**src/shared/sbst_pkg.sv**
```systemverilog
`default_nettype none
package sbst_pkg;
  // instruction register geometry and codes (codes not documented, kept as defaults)
  localparam int          IR_WIDTH        = 3;
  localparam logic [2:0]  OP_EXTEST       = 3'h0;
  localparam logic [2:0]  OP_IDCODE       = 3'h1;
  localparam logic [2:0]  OP_SAMPLE_Z     = 3'h2;
  localparam logic [2:0]  OP_SAMPLE       = 3'h4;
  localparam logic [2:0]  OP_BYPASS       = 3'h7;
  localparam logic [1:0]  IR_CAPTURE_PAT  = 2'h1;
  // identification register
  localparam int          ID_WIDTH        = 32;
  // boundary register geometry
  localparam int          BSR_WIDTH       = 109;
  localparam int          BSR_OE_CELL     = 108;
  localparam int          RESET_TMS_EDGES = 5;
  localparam int          FIFO_DEPTH      = 8;
  // controller states
  typedef enum logic [3:0] {
    ST_RESET, ST_IDLE, ST_SEL_DR, ST_CAP_DR, ST_SH_DR, ST_EX1_DR, ST_PAUSE_DR, ST_EX2_DR,
    ST_UPD_DR, ST_SEL_IR, ST_CAP_IR, ST_SH_IR, ST_EX1_IR, ST_PAUSE_IR, ST_EX2_IR, ST_UPD_IR
  } sbst_state_t;
endpackage
`default_nettype wire

```
**src/hw/sbst_fifo.sv**
```systemverilog
`default_nettype none
module sbst_fifo #(
  parameter int WIDTH = 1,
  parameter int DEPTH = 8
) (
  input  wire logic             i_clock,
  input  wire logic             i_reset,
  input  wire logic             i_enable,
  input  wire logic             i_in_valid,
  output logic                  o_in_ready,
  input  wire logic [WIDTH-1:0] i_in_data,
  output logic                  o_out_valid,
  input  wire logic             i_out_ready,
  output logic      [WIDTH-1:0] o_out_data
);
  localparam int AW = $clog2(DEPTH);
  typedef struct packed {
    logic [AW-1:0] wp;
    logic [AW-1:0] rp;
    logic [AW:0]   cnt;
  } sbst_fifo_t;
  sbst_fifo_t               st_r;
  sbst_fifo_t               st_nxt;
  logic       [WIDTH-1:0]   mem_r [DEPTH];
  logic                     push;
  logic                     pop;

  // flags and handshake
  assign o_in_ready  = (st_r.cnt != (AW+1)'(DEPTH));
  assign o_out_valid = (st_r.cnt != '0);
  assign o_out_data  = mem_r[st_r.rp];
  assign push        = i_in_valid && o_in_ready;
  assign pop         = o_out_valid && i_out_ready;

  // pointer update
  always_comb begin
    st_nxt = st_r;
    if (push) begin
      st_nxt.wp = (st_r.wp == AW'(DEPTH-1)) ? '0 : st_r.wp + 1'b1;
    end
    if (pop) begin
      st_nxt.rp = (st_r.rp == AW'(DEPTH-1)) ? '0 : st_r.rp + 1'b1;
    end
    st_nxt.cnt = st_r.cnt + (AW+1)'(push) - (AW+1)'(pop);
  end

  always_ff @(posedge i_clock) begin
    if (i_reset) begin
      st_r <= '0;
    end else if (i_enable) begin
      st_r <= st_nxt;
      if (push) begin
        mem_r[st_r.wp] <= i_in_data;
      end
    end
  end
endmodule
`default_nettype wire

```
**src/hw/sbst_tap.sv**
```systemverilog
`default_nettype none
// Contract
// unused port: controller holds test clock low, memory unaffected.
// unconnected mode select and serial input read as high.
// all test inputs sampled on test clock rising edge.
// serial output changes only on test clock falling edge.
// loaded instruction picks the register in the serial path.
// only one scan register in the serial path at once.
// input enters at MSB, output leaves from LSB.
// serial output driven only in shift states, else floating.
// five rising edges with mode select high reset test logic.
// test reset leaves memory operation undisturbed, accepted anytime.
// power-up resets test logic, serial output starts floating.
// instruction register three bits, loaded serially in its path.
// power-up and reset state load identification instruction.
// capture-instruction loads low two bits with 01.
// bypass path is one flip-flop, one bit delay.
// bypass flip-flop cleared when bypass instruction executes.
// capture-data loads I/O ring into boundary register, then shifts.
// extest, sample/preload, sample-z all capture the I/O ring.
// boundary register includes cells for unconnected balls.
// identification register: fixed 32-bit code, capture then shift.
// sample-z floats read-data outputs until next update-instruction.
// cell 108 enables read drivers under extest; presets high.
// standard sixteen-state controller; opcodes are parameters.
module sbst_tap
  import sbst_pkg::*;
#(
  parameter logic [ID_WIDTH-1:0]  ID_CODE   = 32'h0000_0001, // arbitrary value
  parameter logic [2:0]           OPC_EXT   = OP_EXTEST,
  parameter logic [2:0]           OPC_ID    = OP_IDCODE,
  parameter logic [2:0]           OPC_SZ    = OP_SAMPLE_Z,
  parameter logic [2:0]           OPC_SMP   = OP_SAMPLE,
  parameter logic [2:0]           OPC_BYP   = OP_BYPASS,
  parameter int                   RING_W    = BSR_WIDTH
) (
  input  wire logic              i_clock,
  input  wire logic              i_reset,
  input  wire logic              i_clock_en,
  input  wire logic              i_tck,
  input  wire logic              i_tms,
  input  wire logic              i_tdi,
  input  wire logic [RING_W-1:0] i_ring,
  output logic                   o_tdo,
  output logic                   o_tdo_oe,
  output logic      [RING_W-1:0] o_ring_preload,
  output logic                   o_extest,
  output logic                   o_q_oe,
  output logic                   o_cap_valid,
  output logic      [RING_W-1:0] o_cap_data
);
  typedef struct packed {
    logic [1:0]        tck_s;
    logic [1:0]        tms_s;
    logic [1:0]        tdi_s;
    logic              tck_d;
    sbst_state_t       state;
    logic [2:0]        ir;
    logic [2:0]        ir_sh;
    logic              byp;
    logic [ID_WIDTH-1:0] id_sh;
    logic [RING_W-1:0] bsr_sh;
    logic [RING_W-1:0] bsr_up;
    logic              hiz;
    logic              tdo;
    logic              tdo_oe;
    logic [RING_W-1:0] ring_smp;
    logic              extest;
    logic              q_oe;
  } sbst_tap_t;

  sbst_tap_t   st_r;
  sbst_tap_t   st_nxt;
  logic        rise;
  logic        fall;
  logic        tms;
  logic        tdi;
  logic        cap_push;
  logic        cap_ready;

  // next controller state from mode select
  function automatic sbst_state_t next_state(input sbst_state_t s, input logic m);
    case (s)
      ST_RESET:    next_state = m ? ST_RESET   : ST_IDLE;
      ST_IDLE:     next_state = m ? ST_SEL_DR  : ST_IDLE;
      ST_SEL_DR:   next_state = m ? ST_SEL_IR  : ST_CAP_DR;
      ST_CAP_DR:   next_state = m ? ST_EX1_DR  : ST_SH_DR;
      ST_SH_DR:    next_state = m ? ST_EX1_DR  : ST_SH_DR;
      ST_EX1_DR:   next_state = m ? ST_UPD_DR  : ST_PAUSE_DR;
      ST_PAUSE_DR: next_state = m ? ST_EX2_DR  : ST_PAUSE_DR;
      ST_EX2_DR:   next_state = m ? ST_UPD_DR  : ST_SH_DR;
      ST_UPD_DR:   next_state = m ? ST_SEL_DR  : ST_IDLE;
      ST_SEL_IR:   next_state = m ? ST_RESET   : ST_CAP_IR;
      ST_CAP_IR:   next_state = m ? ST_EX1_IR  : ST_SH_IR;
      ST_SH_IR:    next_state = m ? ST_EX1_IR  : ST_SH_IR;
      ST_EX1_IR:   next_state = m ? ST_UPD_IR  : ST_PAUSE_IR;
      ST_PAUSE_IR: next_state = m ? ST_EX2_IR  : ST_PAUSE_IR;
      ST_EX2_IR:   next_state = m ? ST_UPD_IR  : ST_SH_IR;
      default:     next_state = m ? ST_SEL_DR  : ST_IDLE;
    endcase
  endfunction

  // instruction decode helper for boundary-register users
  function automatic logic uses_bsr(input logic [2:0] op);
    uses_bsr = (op == OPC_EXT) || (op == OPC_SMP) || (op == OPC_SZ);
  endfunction

  // synchronised pins and test clock edges; second stage only is read
  assign tms  = st_r.tms_s[1];
  assign tdi  = st_r.tdi_s[1];
  assign rise = st_r.tck_s[1] && !st_r.tck_d;
  assign fall = !st_r.tck_s[1] && st_r.tck_d;
  assign cap_push = rise && (st_r.state == ST_CAP_DR) && uses_bsr(st_r.ir) && cap_ready;

  // test logic next state
  always_comb begin
    st_nxt       = st_r;
    st_nxt.tck_s = {st_r.tck_s[0], i_tck};
    st_nxt.tms_s = {st_r.tms_s[0], i_tms};
    st_nxt.tdi_s = {st_r.tdi_s[0], i_tdi};
    st_nxt.tck_d = st_r.tck_s[1];
    if (rise) begin
      // five high edges from any state reach reset via the standard graph
      st_nxt.state = next_state(st_r.state, tms);
      case (st_r.state)
        ST_CAP_IR: begin
          st_nxt.ir_sh = {st_r.ir[2], IR_CAPTURE_PAT};
        end
        ST_SH_IR: begin
          st_nxt.ir_sh = {tdi, st_r.ir_sh[2:1]};
        end
        ST_UPD_IR: begin
          st_nxt.ir  = st_r.ir_sh;
          st_nxt.hiz = (st_r.ir_sh == OPC_SZ);
          if (st_r.ir_sh == OPC_BYP) begin
            st_nxt.byp = 1'b0;
          end
        end
        ST_CAP_DR: begin
          if (st_r.ir == OPC_ID) begin
            st_nxt.id_sh = ID_CODE;
          end else if (uses_bsr(st_r.ir)) begin
            st_nxt.bsr_sh   = i_ring;
            st_nxt.ring_smp = i_ring;
          end else begin
            st_nxt.byp = 1'b0;
          end
        end
        ST_SH_DR: begin
          // exactly one data register moves per instruction
          if (st_r.ir == OPC_ID) begin
            st_nxt.id_sh = {tdi, st_r.id_sh[ID_WIDTH-1:1]};
          end else if (uses_bsr(st_r.ir)) begin
            st_nxt.bsr_sh = {tdi, st_r.bsr_sh[RING_W-1:1]};
          end else begin
            st_nxt.byp = tdi;
          end
        end
        ST_UPD_DR: begin
          if (uses_bsr(st_r.ir) && st_r.ir != OPC_SZ) begin
            st_nxt.bsr_up = st_r.bsr_sh;
          end
        end
        default: begin
        end
      endcase
    end
    // reset state holds identification and preset cell, no wait for a further edge
    if (st_r.state == ST_RESET) begin
      st_nxt.ir  = OPC_ID;
      st_nxt.hiz = 1'b0;
      st_nxt.bsr_up[BSR_OE_CELL] = 1'b1;
    end
    // serial output moves on the falling edge only
    if (fall) begin
      st_nxt.tdo_oe = (st_r.state == ST_SH_DR) || (st_r.state == ST_SH_IR);
      if (st_r.state == ST_SH_IR) begin
        st_nxt.tdo = st_r.ir_sh[0];
      end else if (st_r.ir == OPC_ID) begin
        st_nxt.tdo = st_r.id_sh[0];
      end else if (uses_bsr(st_r.ir)) begin
        st_nxt.tdo = st_r.bsr_sh[0];
      end else begin
        st_nxt.tdo = st_r.byp;
      end
    end
    // registered pin controls follow the next instruction and cell 108
    st_nxt.extest = (st_nxt.ir == OPC_EXT);
    st_nxt.q_oe   = st_nxt.hiz ? 1'b0 :
                    (st_nxt.extest ? st_nxt.bsr_up[BSR_OE_CELL] : 1'b1);
  end

  // state register; reset stands in for the power-up reset
  always_ff @(posedge i_clock) begin
    if (i_reset) begin
      st_r                     <= '0;
      st_r.tck_s               <= 2'h0;
      st_r.tms_s               <= 2'h3;
      st_r.tdi_s               <= 2'h3;
      st_r.state               <= ST_RESET;
      st_r.ir                  <= OPC_ID;
      st_r.bsr_up[BSR_OE_CELL] <= 1'b1;
      st_r.tdo_oe              <= 1'b0;
      st_r.extest              <= (OPC_ID == OPC_EXT);
      st_r.q_oe                <= 1'b1;
    end else if (i_clock_en) begin
      st_r <= st_nxt;
    end
  end

  // outputs straight from flip-flops
  assign o_tdo          = st_r.tdo;
  assign o_tdo_oe       = st_r.tdo_oe;
  assign o_ring_preload = st_r.bsr_up;
  assign o_extest       = st_r.extest;
  assign o_q_oe         = st_r.q_oe;

  // captured ring snapshots queued for the memory side
  sbst_fifo #(
    .WIDTH (RING_W),
    .DEPTH (FIFO_DEPTH)
  ) u_cap_fifo (
    .i_clock     (i_clock),
    .i_reset     (i_reset),
    .i_enable    (i_clock_en),
    .i_in_valid  (cap_push),
    .o_in_ready  (cap_ready),
    .i_in_data   (i_ring),
    .o_out_valid (o_cap_valid),
    .i_out_ready (1'b1),
    .o_out_data  (o_cap_data)
  );
endmodule
`default_nettype wire

```
**config.mk**
```make
export PLATFORM = sky130hd
export DESIGN_NAME = sbst_tap
export DESIGN_NICKNAME = d
export VERILOG_FILES = /design/src/shared/sbst_pkg.sv /design/src/hw/sbst_fifo.sv /design/src/hw/sbst_tap.sv
export SDC_FILE = /design/constraint.sdc
export NUM_CORES = 1
export LEC_CHECK = 0
export BUFFER_PORTS_ARGS = -buffer_cell sky130_fd_sc_hd__buf_2
export CAP_MARGIN = 20
export CORE_MARGIN = 4
export CORE_UTILIZATION = 53
export CTS_CLUSTER_DIAMETER = 150
export DETAILED_ROUTE_END_ITERATION = 10
export PLACE_DENSITY = 0.78
export SLEW_MARGIN = 20
export SYNTH_ARGS = -nofsm -noshare
export SYNTH_HDL_FRONTEND = slang
export SYNTH_SLANG_ARGS = --single-unit
```
**constraint.sdc**
```tcl
create_clock -name i_clock -period 21.3 [get_ports i_clock]
set_input_delay 0 -clock i_clock [delete_from_list [all_inputs] [get_ports i_clock]]
set_output_delay 0 -clock i_clock [all_outputs]
set_load 0.02 [all_outputs]
```
==> results.txt, run 1 <==
----------------------------------------------------
[Status]
  Outcome ... finished, final reports clean

[STA]
  Final setup violation count ... 0
  Hold violation total from the final report ... 0
  Slew at the pin closest to its max-slew limit ... 1160 ps
  Setup TNS after final layout ... 0 ps
  Clock Skews ... ~23 ps
  Rel. slew slack ... a little under a quarter
  Unrepaired setup endpoints after global routing ... false
  Post-route setup slack ... 16,950 ps
  Final clock period utilization by the worst path ... 20.4%
  Hold Worst Slack ... 165 ps
  Upper clock frequency limit ... between 200 and 250 MHz
  Count of pins over their slew limit ... 0
  Final Critical Period ... between 4000 and 5000 ps

[Pwr]
  Peak supply drop ... 73.9 uV
  Sum of internal, switching and leakage power ... between 5 and 6 mW
  Power density cells ... 99.3 nW/um2
  Static leakage power ... 17.0 nW

[CTS]
  Clk sink count ... 1,158
  Clock transition at path regs ... 60 ps
  Number of buffers inserted during clock tree synthesis ... about 110
  Post-cts resize count ... 0
  TritonCTS clock tree ... done
  Max Root-Sink Buffers ... 3
  Clk Latency, worst-skew pair ... ~680 ps
  Root Driver ... sky130_fd_sc_hd__clkbuf_16
  Level count of the clock H-tree ... 3

[Detailed routing]
  DRC marker count from the first detailed-route iteration ... 2,920
  Routed Wire Length ... 108 mm
  Post-route antenna net violation count ... 0
  Vias after detailed routing ... 26,300
  Vias/cell ... 6.03
  First drt pass iteration count ... 6
  Routed WL per cell ... between 20 and 25 um
  DRC Markers ... 0

[Logic synthesis]
  Compound-gate portion of the synthesized area ... ~4.4%
  Sequential area share after synthesis ... 71.0%
  Synth Area in Simple Gates ... 6.53%
  Yosys top cell by area ... sky130_fd_sc_hd__edfxtp_1
  Share of synthesized area spent on multiplexers ... ~14%
  Most common flop cell mapped by yosys ... sky130_fd_sc_hd__edfxtp_1
  Yosys warnings ... 0
  Cells after synthesis ... 2,835
  Adder-cell share of the synthesized area ... less than 1%
  Flops & latches, synth ... roughly 1,200
  Main combinational cell family by area after synthesis ... multiplexers
  Post-synthesis net count ... ~3,000
  Mean post-synth cell area ... around 16 um2
  Number of enable-type register cells in the synthesized netlist ... 872
  Post-Syn Area ... about 45,000 um2
  Post-synth top area share ... between 50% and 60%
  Xor and xnor fraction of the mapped netlist area ... less than 1%
  Synth top area cells ... sky130_fd_sc_hd__edfxtp_1 58%, sky130_fd_sc_hd__dfxtp_1 13%, sky130_fd_sc_hd__mux4_2 11%, sky130_fd_sc_hd__nand2_1 4.0%, sky130_fd_sc_hd__mux2_2 2.8%
  Share of async-settable or async-resettable flops after synthesis ... 0%
  Count of different cell masters after synthesis ... 60

[Layout]
  Post-layout net count ... ~3,300
  Commonest non-fill, non-tap cell in the layout ... sky130_fd_sc_hd__edfxtp_1
  Synthesis-to-layout area growth ... 15.2%
  Layout filler cell count ... 5,792
  Ratio of cells with drive above 1 in the final layout ... 27.6%
  Final standard cell area without fillers ... approximately 52,000 um2
  Most used cells in the layout excluding fill and tap cells ... 872 x sky130_fd_sc_hd__edfxtp_1, 478 x sky130_fd_sc_hd__nand2_1, 336 x sky130_fd_sc_hd__buf_2

[Floorplan]
  Total die area ... 89,500 um2
  Width of the die ... 299 um
  Die span in y ... 299 um
  Initial core utilization ... roughly 54%
  Number of placed I/O pins ... around 340
  Row count ... 106
  Placeable core region ... between 80,000 and 90,000 um2

[Global routing]
  First-pass GRT wire length ... 163 mm
  Gr usage total ... between 20% and 30%
  Number of antenna violations at the first check in global routing ... 4
  Maximum number of pins on one net before global-route repair ... 97
  Via count of the first global-routing pass ... 26,600
  GR Overflow Total ... 0

[Placement]
  Setup slack at placement ... 17,010 ps
  Area post-placement ... 46,800 um2
  Number of buffer cells added on primary ports ... roughly 340
  Placer's final routability congestion estimate ... 0.793
  HPWL after DPL ... 61.3 mm

[Critical path]
  Category of the critical setup timing path ... flop to output port
  Kind of start point of the critical path ... flop
  Critical Path Fanout Max ... 48
  Critical path required time ... 21,300 ps
  Critical Path End Type ... output port
  Critical path arrival ... 4360 ps

[Worst hold path]
  Worst Hold Class ... input port to flop

[Flow run]
  Count of maximum capacitance violations ... 0

----------------------------------------------------
routing by layer:
layer | share of wire (%) | track usage, % | wire length [um]
met5 | 0.025 | 0 | 27
met1 | 39 | 32.5 | 42400
met4 | 3.4 | 8.74 | 3640
met2 | 49 | 39.2 | 52800
met3 | 8.1 | 3.53 | 8760
cell families after synthesis:
logic type | after synthesis
AOI/OAI and AO/OA | 295
xor gates and xnor gates | 3
adders and majority gates | 12
buffers and inverters | 309
DFF | 1158
muxes | 339
and+or+nand+nor | 719
sequential cells by signal, indices dropped and copies added (netlist names), named ones only:
signal / count
o_extest: 1
u_cap_fifo.st_r: 10
st_nxt: 4
o_q_oe: 1
u_cap_fifo.mem_r: 872
st_r: 156
o_tdo: 1
o_tdo_oe: 1
o_ring_preload: 109
worst max-delay path: stages (launching register included):
cell                      delay (ps)
sky130_fd_sc_hd__dfxtp_4         960
sky130_fd_sc_hd__buf_4           770
sky130_fd_sc_hd__buf_4           730
sky130_fd_sc_hd__mux4_2          580
sky130_fd_sc_hd__mux2_2          340
sky130_fd_sc_hd__buf_2           180
cell type report:
| type | instances | area, um2 | share of cell area, % |
|---|---|---|---|
| flip-flops and latches | 1158 | 31900 | 61.7 |
| multi-input cells | 1368 | 11500 | 22.1 |
| repair buffers | 491 | 3190 | 6.16 |
| clock buffers | 142 | 3080 | 5.94 |
| well taps | 1134 | 1420 | 2.74 |
| clock inverters | 64 | 638 | 1.23 |
| inverters | 10 | 37.5 | 0.0725 |
| diodes | 4 | 10.0 | 0.0193 |
cells in the mapped netlist (2+ instances only):
library cell               instances
sky130_fd_sc_hd__edfxtp_1        872
sky130_fd_sc_hd__nand2_1         479
sky130_fd_sc_hd__dfxtp_1         286
sky130_fd_sc_hd__mux4_2          218
sky130_fd_sc_hd__a21oi_1         150
sky130_fd_sc_hd__nor2_1          145
sky130_fd_sc_hd__clkbuf_1        120
sky130_fd_sc_hd__buf_4           112
sky130_fd_sc_hd__mux2_2          111
sky130_fd_sc_hd__a311oi_1        110
sky130_fd_sc_hd__nand3_1          37
sky130_fd_sc_hd__buf_2            33
sky130_fd_sc_hd__buf_1            31
sky130_fd_sc_hd__ha_1             10
sky130_fd_sc_hd__inv_1            10
sky130_fd_sc_hd__mux2i_1          10
sky130_fd_sc_hd__nor4_1            9
sky130_fd_sc_hd__nor2b_1           8
sky130_fd_sc_hd__nand2b_1          7
sky130_fd_sc_hd__nor3_1            7
sky130_fd_sc_hd__a211oi_1          5
sky130_fd_sc_hd__nand3b_1          5
sky130_fd_sc_hd__a211o_1           4
sky130_fd_sc_hd__nor3b_1           4
sky130_fd_sc_hd__nor4b_1           4
sky130_fd_sc_hd__o21ai_0           4
sky130_fd_sc_hd__a21o_1            2
sky130_fd_sc_hd__a31oi_1           2
sky130_fd_sc_hd__a32oi_1           2
sky130_fd_sc_hd__and2_1            2
sky130_fd_sc_hd__and3_1            2
sky130_fd_sc_hd__buf_6             2
sky130_fd_sc_hd__o21bai_1          2
sky130_fd_sc_hd__o31ai_1           2
sky130_fd_sc_hd__or4_1             2
sky130_fd_sc_hd__xor2_1            2
power breakdown:
group / internal, mW / switching (mW) / leakage [nW]
Clock: 1.16 / 0.821 / 1.82
Combinational: 0.333 / 0.360 / 4.99
Sequential: 2.43 / 0.0346 / 10.1
Total: 3.92 / 1.21 / 17.0
metrics by stage:
stage	cells	utilization (%)
floorplan	2835	-
global placement	4042	55.8
detailed placement	4043	55.9
CTS	4366	61.7
global route	4369	61.7
finish	4371	61.7
final timing paths:
check,from,endpoint,slack [ps],cells after the start
setup reg to reg,st_r[371],u_cap_fifo.mem_r[2][27],16970,7
hold / removal,i_ring[48],u_cap_fifo.mem_r[3][48],160,2
hold reg to reg,o_ring_preload[98],o_ring_preload[98],450,2
setup / recovery,flop,o_cap_data[94],16950,5
what timing repair did:
item / 4_1_cts / 5_1_grt
setup buffers: 0 / 0
hold buffers: 117 / 0
endpoints found under the hold margin: 1028 / 0
Note: power is estimated with default switching activity, not from simulation.
==> run 2: changes to the inputs <==
==> constraint.sdc (replaced) <==
create_clock -name i_clock -period 4.22 [get_ports i_clock]
set_input_delay 0 -clock i_clock [delete_from_list [all_inputs] [get_ports i_clock]]
set_output_delay 0 -clock i_clock [all_outputs]
set_load 0.02 [all_outputs]
==> results.txt, run 2 (synthesis gave the netlist of run 1 again) <==
----------------------------------------------------
[Status]
  Outcome ... finished, final reports clean (unchanged)

[Global routing]
  First-pass GRT wire length ... 158 mm (was 163 mm)
  Number of antenna violations at the first check in global routing ... 7 (was 4)
  Via count of the first global-routing pass ... 26,000 (was 26,600)
  GR Overflow Total ... 0 (unchanged)
  Gr usage total ... 23.1% (was 23.8%)
  Maximum number of pins on one net before global-route repair ... 135 (was 97)

[CTS]
  Root Driver ... sky130_fd_sc_hd__clkbuf_16 (unchanged)
  Clock transition at path regs ... 60 ps (about the same)
  Number of buffers inserted during clock tree synthesis ... 111 (unchanged)
  Clk Latency, worst-skew pair ... 670 ps (was 680 ps)
  TritonCTS clock tree ... done (unchanged)
  Level count of the clock H-tree ... 3 (unchanged)
  Post-CTS repair timing setup buffer count ... 0 (unchanged)
  Post-cts resize count ... 0 (unchanged)
  Hold-fix buffers at CTS ... 117 (unchanged)
  Max Root-Sink Buffers ... 3 (unchanged)
  Clk sink count ... 1,158 (unchanged)

[Floorplan]
  Placeable core region ... 83,800 um2 (unchanged)
  Initial core utilization ... 53.6% (unchanged)
  Row count ... 106 (unchanged)
  Total die area ... 89,500 um2 (unchanged)
  Die span in y ... 299 um (unchanged)
  Number of placed I/O pins ... 338 (unchanged)
  Width of the die ... 299 um (unchanged)

[Detailed routing]
  Post-route antenna net violation count ... 0 (unchanged)
  First drt pass iteration count ... 5 (was 6)
  Routed Wire Length ... 104 mm (was 108 mm)
  Vias after detailed routing ... 25,900 (was 26,300)
  Routed WL per cell ... 23.8 um (was 24.6 um)
  DRC marker count from the first detailed-route iteration ... 2,771 (was 2,920)
  DRC Markers ... 0 (unchanged)
  Vias/cell ... 5.89 (was 6.03)

[Critical path]
  Critical Path End Type ... flop (was output port)
  CP peak stage delay ... 950 ps (was 960 ps)
  Kind of start point of the critical path ... flop (unchanged)
  Critical path arrival ... 3880 ps (was 4360 ps)
  Cell breakdown of the critical path ... nand2b_1, nor4_1, and3_1, nand2_4, nor4b_4, buf_12 (was buf_4, buf_4, mux4_2, mux2_2, buf_2)
  Cell at the slowest stage of the critical path ... sky130_fd_sc_hd__nor4b_4 (was sky130_fd_sc_hd__dfxtp_4)
  Critical path required time ... 4570 ps (was 21,300 ps)
  Critical path's top delay family ... simple AND/OR/NAND/NOR gates (was buffers and inverters)
  Count of buffering cells on the critical path with inverters included ... 1 (was 3)
  Critical Path Fanout Max ... 29 (was 48)
  Category of the critical setup timing path ... flop to flop (was flop to output port)

[STA]
  Final Critical Period ... 3530 ps
  Slew at the pin closest to its max-slew limit ... 1110 ps (was 1160 ps)
  Count of pins over their slew limit ... 0 (unchanged)
  Upper clock frequency limit ... 283 MHz
  Final clock period utilization by the worst path ... 83.7%
  Unrepaired setup endpoints after global routing ... false (unchanged)
  Clock Skews ... 23.5 ps (was 23.0 ps)
  Setup TNS after final layout ... 0 ps (unchanged)
  Hold violation total from the final report ... 0 (unchanged)
  Rel. slew slack ... 26.0% (was 22.6%)
  Hold Worst Slack ... 172 ps (was 165 ps)
  Final setup violation count ... 0 (unchanged)

[Worst hold path]
  Worst Hold Class ... input port to flop (unchanged)

[Pwr]
  Portion of total power attributed to sequential cells ... 48.4% (was 47.9%)
  Comb pwr share ... 13.8% (was 13.5%)
  Clock network fraction of total power ... 37.7% (was 38.6%)
  Static leakage power ... 17.0 nW (about the same)
  Sw Share ... 23.9% (was 23.6%)
  Peak supply drop ... 333 uV (was 73.9 uV)
  Net switching power of the design ... 6.10 mW (was 1.21 mW)
  Cell Int Power ... 19.5 mW (was 3.92 mW)
  Power density cells ... 491 nW/um2 (was 99.3 nW/um2)

[Placement]
  Number of buffer cells added on primary ports ... 337 (unchanged)
  HPWL after DPL ... 61.1 mm (was 61.3 mm)
  Placer's final routability congestion estimate ... 0.812 (was 0.793)

[Layout]
  Post-layout net count ... 3,279 (was 3,266)
  Layout filler cell count ... 5,791 (was 5,792)
  Synthesis-to-layout area growth ... 15.9% (was 15.2%)
  Most used cells in the layout excluding fill and tap cells ... 872 x sky130_fd_sc_hd__edfxtp_1, 477 x sky130_fd_sc_hd__nand2_1, 336 x sky130_fd_sc_hd__buf_2 (was 872 x sky130_fd_sc_hd__edfxtp_1, 478 x sky130_fd_sc_hd__nand2_1, 336 x sky130_fd_sc_hd__buf_2)
  Commonest non-fill, non-tap cell in the layout ... sky130_fd_sc_hd__edfxtp_1 (unchanged)
  Ratio of cells with drive above 1 in the final layout ... 27.8% (was 27.6%)
  Register ranked first by flip-flop count ... u_cap_fifo.mem_r (unchanged)
  Final core occ ... 62.1% (was 61.7%)
  Max reg flops ... 872 (unchanged)

[Flow run]
  Count of maximum capacitance violations ... 0 (unchanged)

----------------------------------------------------
## run 2: cell types whose count changed in the layout (fill, tap and decap cells not counted), sizes merged
cell	change
buf	+13
clkbuf	+12
bufinv	-5
clkinv	-4
## run 2: path summary, 6_finish.rpt
path | start | to | slack (ps) | cells past startpoint
setup / recovery | st_r[371] | u_cap_fifo.mem_r[5][2] | 690 | 6
hold / removal | i_ring[79] | u_cap_fifo.mem_r[5][79] | 170 | 2
setup reg to reg | st_r[371] | u_cap_fifo.mem_r[5][2] | 690 | 6
hold reg to reg | o_ring_preload[2] | o_ring_preload[2] | 450 | 2
## run 2: final cells by class
type / count / area (um2) / share of cell area, %
sequential: 1158 / 31900 / 61.3
multi-input combinational: 1368 / 11500 / 22.1
timing repair buffer: 504 / 3570 / 6.85
clock buffer: 154 / 3070 / 5.89
tap: 1134 / 1420 / 2.73
clock inverter: 55 / 514 / 0.988
inverter: 10 / 37.5 / 0.0721
antenna: 4 / 10.0 / 0.0192
## run 2: power by group through the flow
| stage | clock network (mW) | logic [mW] | registers, mW |
|---|---|---|---|
| after floorplan | 0 | 2.50 | 12.5 |
| after global placement | 0 | 3.42 | 12.6 |
| after detailed placement | 0 | 3.49 | 12.6 |
| after CTS | 9.82 | 3.60 | 12.4 |
| after global routing | 10.3 | 3.78 | 12.4 |
| final | 9.65 | 3.54 | 12.4 |
## run 2: per-layer routing
metal / global-route usage, % / wire [um] / vias to the layer above
met5: 0 / 10 / -
met4: 7.78 / 3310 / 2
met1: 30.7 / 41400 / 13300
met3: 4.22 / 7380 / 190
met2: 38.8 / 52300 / 1096
li1: - / - / 11300
## run 2: through the flow
stage	total power, mW	instances	setup slack [ps]	area, um2
after floorplan	15.0	2835	-1090	45100
after global placement	16.0	4057	785	47300
after detailed placement	16.1	4057	711	47300
after CTS	25.8	4383	684	52000
after global routing	26.5	4386	530	52100
final	25.6	4387	687	52100
==> run 3: changes to the inputs <==
--- a/config.mk
+++ b/config.mk
@@ -5,13 +5,14 @@
 export SDC_FILE = /design/constraint.sdc
 export NUM_CORES = 1
 export LEC_CHECK = 0
+export ABC_AREA = 1
 export BUFFER_PORTS_ARGS = -buffer_cell sky130_fd_sc_hd__buf_2
 export CAP_MARGIN = 20
 export CORE_MARGIN = 4
 export CORE_UTILIZATION = 53
 export CTS_CLUSTER_DIAMETER = 150
 export DETAILED_ROUTE_END_ITERATION = 10
-export PLACE_DENSITY = 0.78
+export PLACE_DENSITY = 0.8
 export SLEW_MARGIN = 20
 export SYNTH_ARGS = -nofsm -noshare
 export SYNTH_HDL_FRONTEND = slang
==> constraint.sdc (replaced) <==
create_clock -name i_clock -period 2.85 [get_ports i_clock]
set_input_delay 0 -clock i_clock [delete_from_list [all_inputs] [get_ports i_clock]]
set_output_delay 0 -clock i_clock [all_outputs]
set_load 0.02 [all_outputs]
==> results.txt, run 3 <==
----------------------------------------------------
[Status]
  Outcome ... finished, final reports clean (unchanged)

[STA]
  Slew at the pin closest to its max-slew limit ... 899 ps (was 1110 ps)
  Final Critical Period ... 2720 ps
  Upper clock frequency limit ... ~370 MHz
  Final clock period utilization by the worst path ... between 90% and 100%
  Clock Skews ... 45.6 ps (was 23.5 ps)
  Rel. slew slack ... 40.1% (was 26.0%)
  Final setup violation count ... 0 (unchanged)
  Post-route setup slack ... 131 ps (was 687 ps)
  Count of pins over their slew limit ... 0 (unchanged)
  Hold violation total from the final report ... 0 (unchanged)

[CTS]
  TritonCTS clock tree ... done (unchanged)
  Clk Latency, worst-skew pair ... 690 ps (was 670 ps)
  Clock transition at path regs ... 70 ps (was 60 ps)
  Level count of the clock H-tree ... 3 (unchanged)
  Number of buffers inserted during clock tree synthesis ... 109 (was 111)
  Max Root-Sink Buffers ... 3 (unchanged)
  Post-CTS repair timing setup buffer count ... 0 (unchanged)
  Root Driver ... sky130_fd_sc_hd__clkbuf_16 (unchanged)
  Clk sink count ... 1,158 (unchanged)

[Critical path]
  Category of the critical setup timing path ... flop to output port (was flop to flop)
  Critical path arrival ... 2720 ps (was 3880 ps)
  Origin of the critical flop-to-flop path ... st_r[369] (was st_r[371])
  Critical Path End Type ... output port (was flop)
  Critical path required time ... 2850 ps (was 4570 ps)
  Kind of start point of the critical path ... flop (unchanged)
  Critical Path Fanout Max ... 87 (was 29)
  Reg2Reg Setup Slack ... 450 ps (was 690 ps)

[Worst hold path]
  Beginning of the worst hold path ... i_ring[26] (was i_ring[79])
  Worst Hold Class ... input port to flop (unchanged)

[Logic synthesis]
  Post-synth top area share ... 56.9% (was 58.3%)
  Mean post-synth cell area ... 11.3 um2 (was 15.8 um2)
  Most common flop cell mapped by yosys ... sky130_fd_sc_hd__edfxtp_1 (unchanged)
  Synth Area in Simple Gates ... 11.1% (was 6.53%)
  Flops & latches, synth ... 1,158 (unchanged)
  Compound-gate portion of the synthesized area ... 13.2% (was 4.44%)
  Yosys top cell by area ... sky130_fd_sc_hd__edfxtp_1 (unchanged)
  Xor and xnor fraction of the mapped netlist area ... 0.0381% (was 0.0585%)
  Count of different cell masters after synthesis ... 33 (was 60)
  Share of synthesized area spent on multiplexers ... 0% (was 13.9%)
  Most frequent cells after synthesis ... 872 x sky130_fd_sc_hd__edfxtp_1, 701 x sky130_fd_sc_hd__nor2_1, 604 x sky130_fd_sc_hd__nand2_1 (was 872 x sky130_fd_sc_hd__edfxtp_1, 479 x sky130_fd_sc_hd__nand2_1, 286 x sky130_fd_sc_hd__dfxtp_1)
  Most numerous cell in the Yosys netlist ... sky130_fd_sc_hd__edfxtp_1 (unchanged)
  Synth top area cells ... sky130_fd_sc_hd__edfxtp_1 57%, sky130_fd_sc_hd__dfxtp_1 12%, sky130_fd_sc_hd__nor2_1 5.7%, sky130_fd_sc_hd__nand2_1 4.9%, sky130_fd_sc_hd__o21ai_0 4.7% (was sky130_fd_sc_hd__edfxtp_1 58%, sky130_fd_sc_hd__dfxtp_1 13%, sky130_fd_sc_hd__mux4_2 11%, sky130_fd_sc_hd__nand2_1 4.0%, sky130_fd_sc_hd__mux2_2 2.8%)
  Cells after synthesis ... 4,082 (was 2,835)
  Post-Syn Area ... 46,000 um2 (was 44,900 um2)
  Post-synthesis net count ... 4,208 (was 2,961)
  Share of async-settable or async-resettable flops after synthesis ... 0% (unchanged)
  Main combinational cell family by area after synthesis ... compound AO/OA/AOI/OAI gates (was multiplexers)
  Adder-cell share of the synthesized area ... 0.315% (was 0.345%)
  Sequential area share after synthesis ... 69.3% (was 71.0%)
  Yosys warnings ... 0 (unchanged)
  Number of enable-type register cells in the synthesized netlist ... 872 (unchanged)

[Pwr]
  Clock network fraction of total power ... 38.1% (was 37.7%)
  Net switching power of the design ... 10.1 mW (was 6.10 mW)
  Sum of internal, switching and leakage power ... 38.0 mW (was 25.6 mW)
  Static leakage power ... 19.0 nW (was 17.0 nW)
  Peak supply drop ... 547 uV (was 333 uV)
  Power density cells ... 717 nW/um2 (was 491 nW/um2)
  Cell Int Power ... 27.9 mW (was 19.5 mW)
  Portion of total power attributed to sequential cells ... 48.0% (was 48.4%)
  Sw Share ... 26.5% (was 23.9%)
  Comb pwr share ... 13.9% (was 13.8%)

[Floorplan]
  Number of placed I/O pins ... 338 (unchanged)
  Die span in y ... 303 um (was 299 um)
  Placeable core region ... 85,700 um2 (was 83,800 um2)
  Row count ... 107 (was 106)
  Initial core utilization ... 53.7% (was 53.6%)
  Width of the die ... 303 um (was 299 um)
  Total die area ... 91,600 um2 (was 89,500 um2)

[Detailed routing]
  Routed WL per cell ... 20.9 um (was 23.8 um)
  Vias after detailed routing ... 32,400 (was 25,900)
  Routed Wire Length ... 116 mm (was 104 mm)
  DRC marker count from the first detailed-route iteration ... 3,879 (was 2,771)
  Vias/cell ... 5.82 (was 5.89)
  First drt pass iteration count ... 6 (was 5)
  DRC Markers ... 0 (unchanged)
  Post-route antenna net violation count ... 0 (unchanged)

[Layout]
  Synthesis-to-layout area growth ... 15.1% (was 15.9%)
  Max reg flops ... 872 (unchanged)
  Ratio of cells with drive above 1 in the final layout ... 13.7% (was 27.8%)
  Post-layout net count ... 4,453 (was 3,279)
  Register ranked first by flip-flop count ... u_cap_fifo.mem_r (unchanged)
  Most used cells in the layout excluding fill and tap cells ... 872 x sky130_fd_sc_hd__edfxtp_1, 691 x sky130_fd_sc_hd__nor2_1, 602 x sky130_fd_sc_hd__nand2_1 (was 872 x sky130_fd_sc_hd__edfxtp_1, 477 x sky130_fd_sc_hd__nand2_1, 336 x sky130_fd_sc_hd__buf_2)
  Commonest non-fill, non-tap cell in the layout ... sky130_fd_sc_hd__edfxtp_1 (unchanged)

[Global routing]
  Gr usage total ... 24.6% (was 23.1%)
  Number of antenna violations at the first check in global routing ... 8 (was 7)
  GR Overflow Total ... 0 (unchanged)
  GR met3 Demand/Resource ... 3.88% (was 4.22%)
  Layer carrying the most global-route usage ... met2 (unchanged)
  Met2 Usage GRT ... 41.4% (was 38.8%)
  First-pass GRT wire length ... 177 mm (was 158 mm)
  M1 GR Usage ... 32.4% (was 30.7%)
  Maximum number of pins on one net before global-route repair ... 202 (was 135)
  Via count of the first global-routing pass ... 31,500 (was 26,000)

[Placement]
  Placer's final routability congestion estimate ... 0.871 (was 0.812)
  HPWL after DPL ... 67.0 mm (was 61.1 mm)
  Setup slack at placement ... 490 ps (was 711 ps)
  Number of buffer cells added on primary ports ... 337 (unchanged)

[Flow run]
  Count of maximum capacitance violations ... 0 (unchanged)

----------------------------------------------------
## run 3: timing repair
item / in CTS / in global routing
hold endpoints to repair: 1021 / 0
resized for setup: 0 / 4
endpoints found under the setup margin: 0 / 47
hold buffers: 119 / 0
## run 3: per-layer routing
| metal | part of all wire, % | up-vias |
|---|---|---|
| met1 | 39 | 15700 |
| li1 | - | 14800 |
| met2 | 49 | 1629 |
| met5 | 0 | - |
| met3 | 8.3 | 264 |
| met4 | 3.5 | 0 |
## run 3: power by group through the flow
stage	logic, mW	registers, mW	clock network, mW
floorplan	3.14	18.5	0
global placement	4.92	18.6	0
detailed placement	5.04	18.6	0
CTS	5.23	18.2	14.6
global route	5.69	18.2	15.4
finish	5.28	18.2	14.5
## run 3: final timing paths
kind | endpoint | cells after the start
hold reg to reg | o_ring_preload[49] | 2
setup / recovery | o_cap_data[0] | 7
setup reg to reg | u_cap_fifo.mem_r[1][41] | 8
hold / removal | u_cap_fifo.mem_r[1][26] | 2
## run 3: cell type report
type,instances,area [um2]
fill,6215,32700
sequential,1158,31900
multi-input combinational,2354,11500
timing repair buffer,526,3860
clock buffer,139,2920
tap,1144,1430
inverter,178,698
clock inverter,64,671
antenna,6,15.0
## run 3: kinds of logic after synthesis
logic type	Yosys count
DFF	1158
buffers and inverters	570
AOI/OAI and AO/OA	1001
xor gates and xnor gates	2
and+or+nand+nor	1340
adders and majority gates	11
## run 3: through the flow
step                util (%)  instance area [um2]  setup TNS (ps)  std cells  hold WS [ps]
CTS                     61.8                52900               0       5562          91.5
global route            61.8                53000           -5.67       5569           135
global placement        56.2                48100               0       5240           220
detailed placement      56.2                48100               0       5240           229
floorplan                  -                46100         -299050       4082          98.9
finish                  61.8                53000               0       5569           150
## run 3: critical path, cell delays in order, from the launching register on
cell                       delay, ps
sky130_fd_sc_hd__dfxtp_4         430
sky130_fd_sc_hd__clkinv_8        330
sky130_fd_sc_hd__buf_4           360
sky130_fd_sc_hd__nor2_1           90
sky130_fd_sc_hd__o32ai_1         290
sky130_fd_sc_hd__nand2_1         110
sky130_fd_sc_hd__nand2_1         180
sky130_fd_sc_hd__buf_2           190
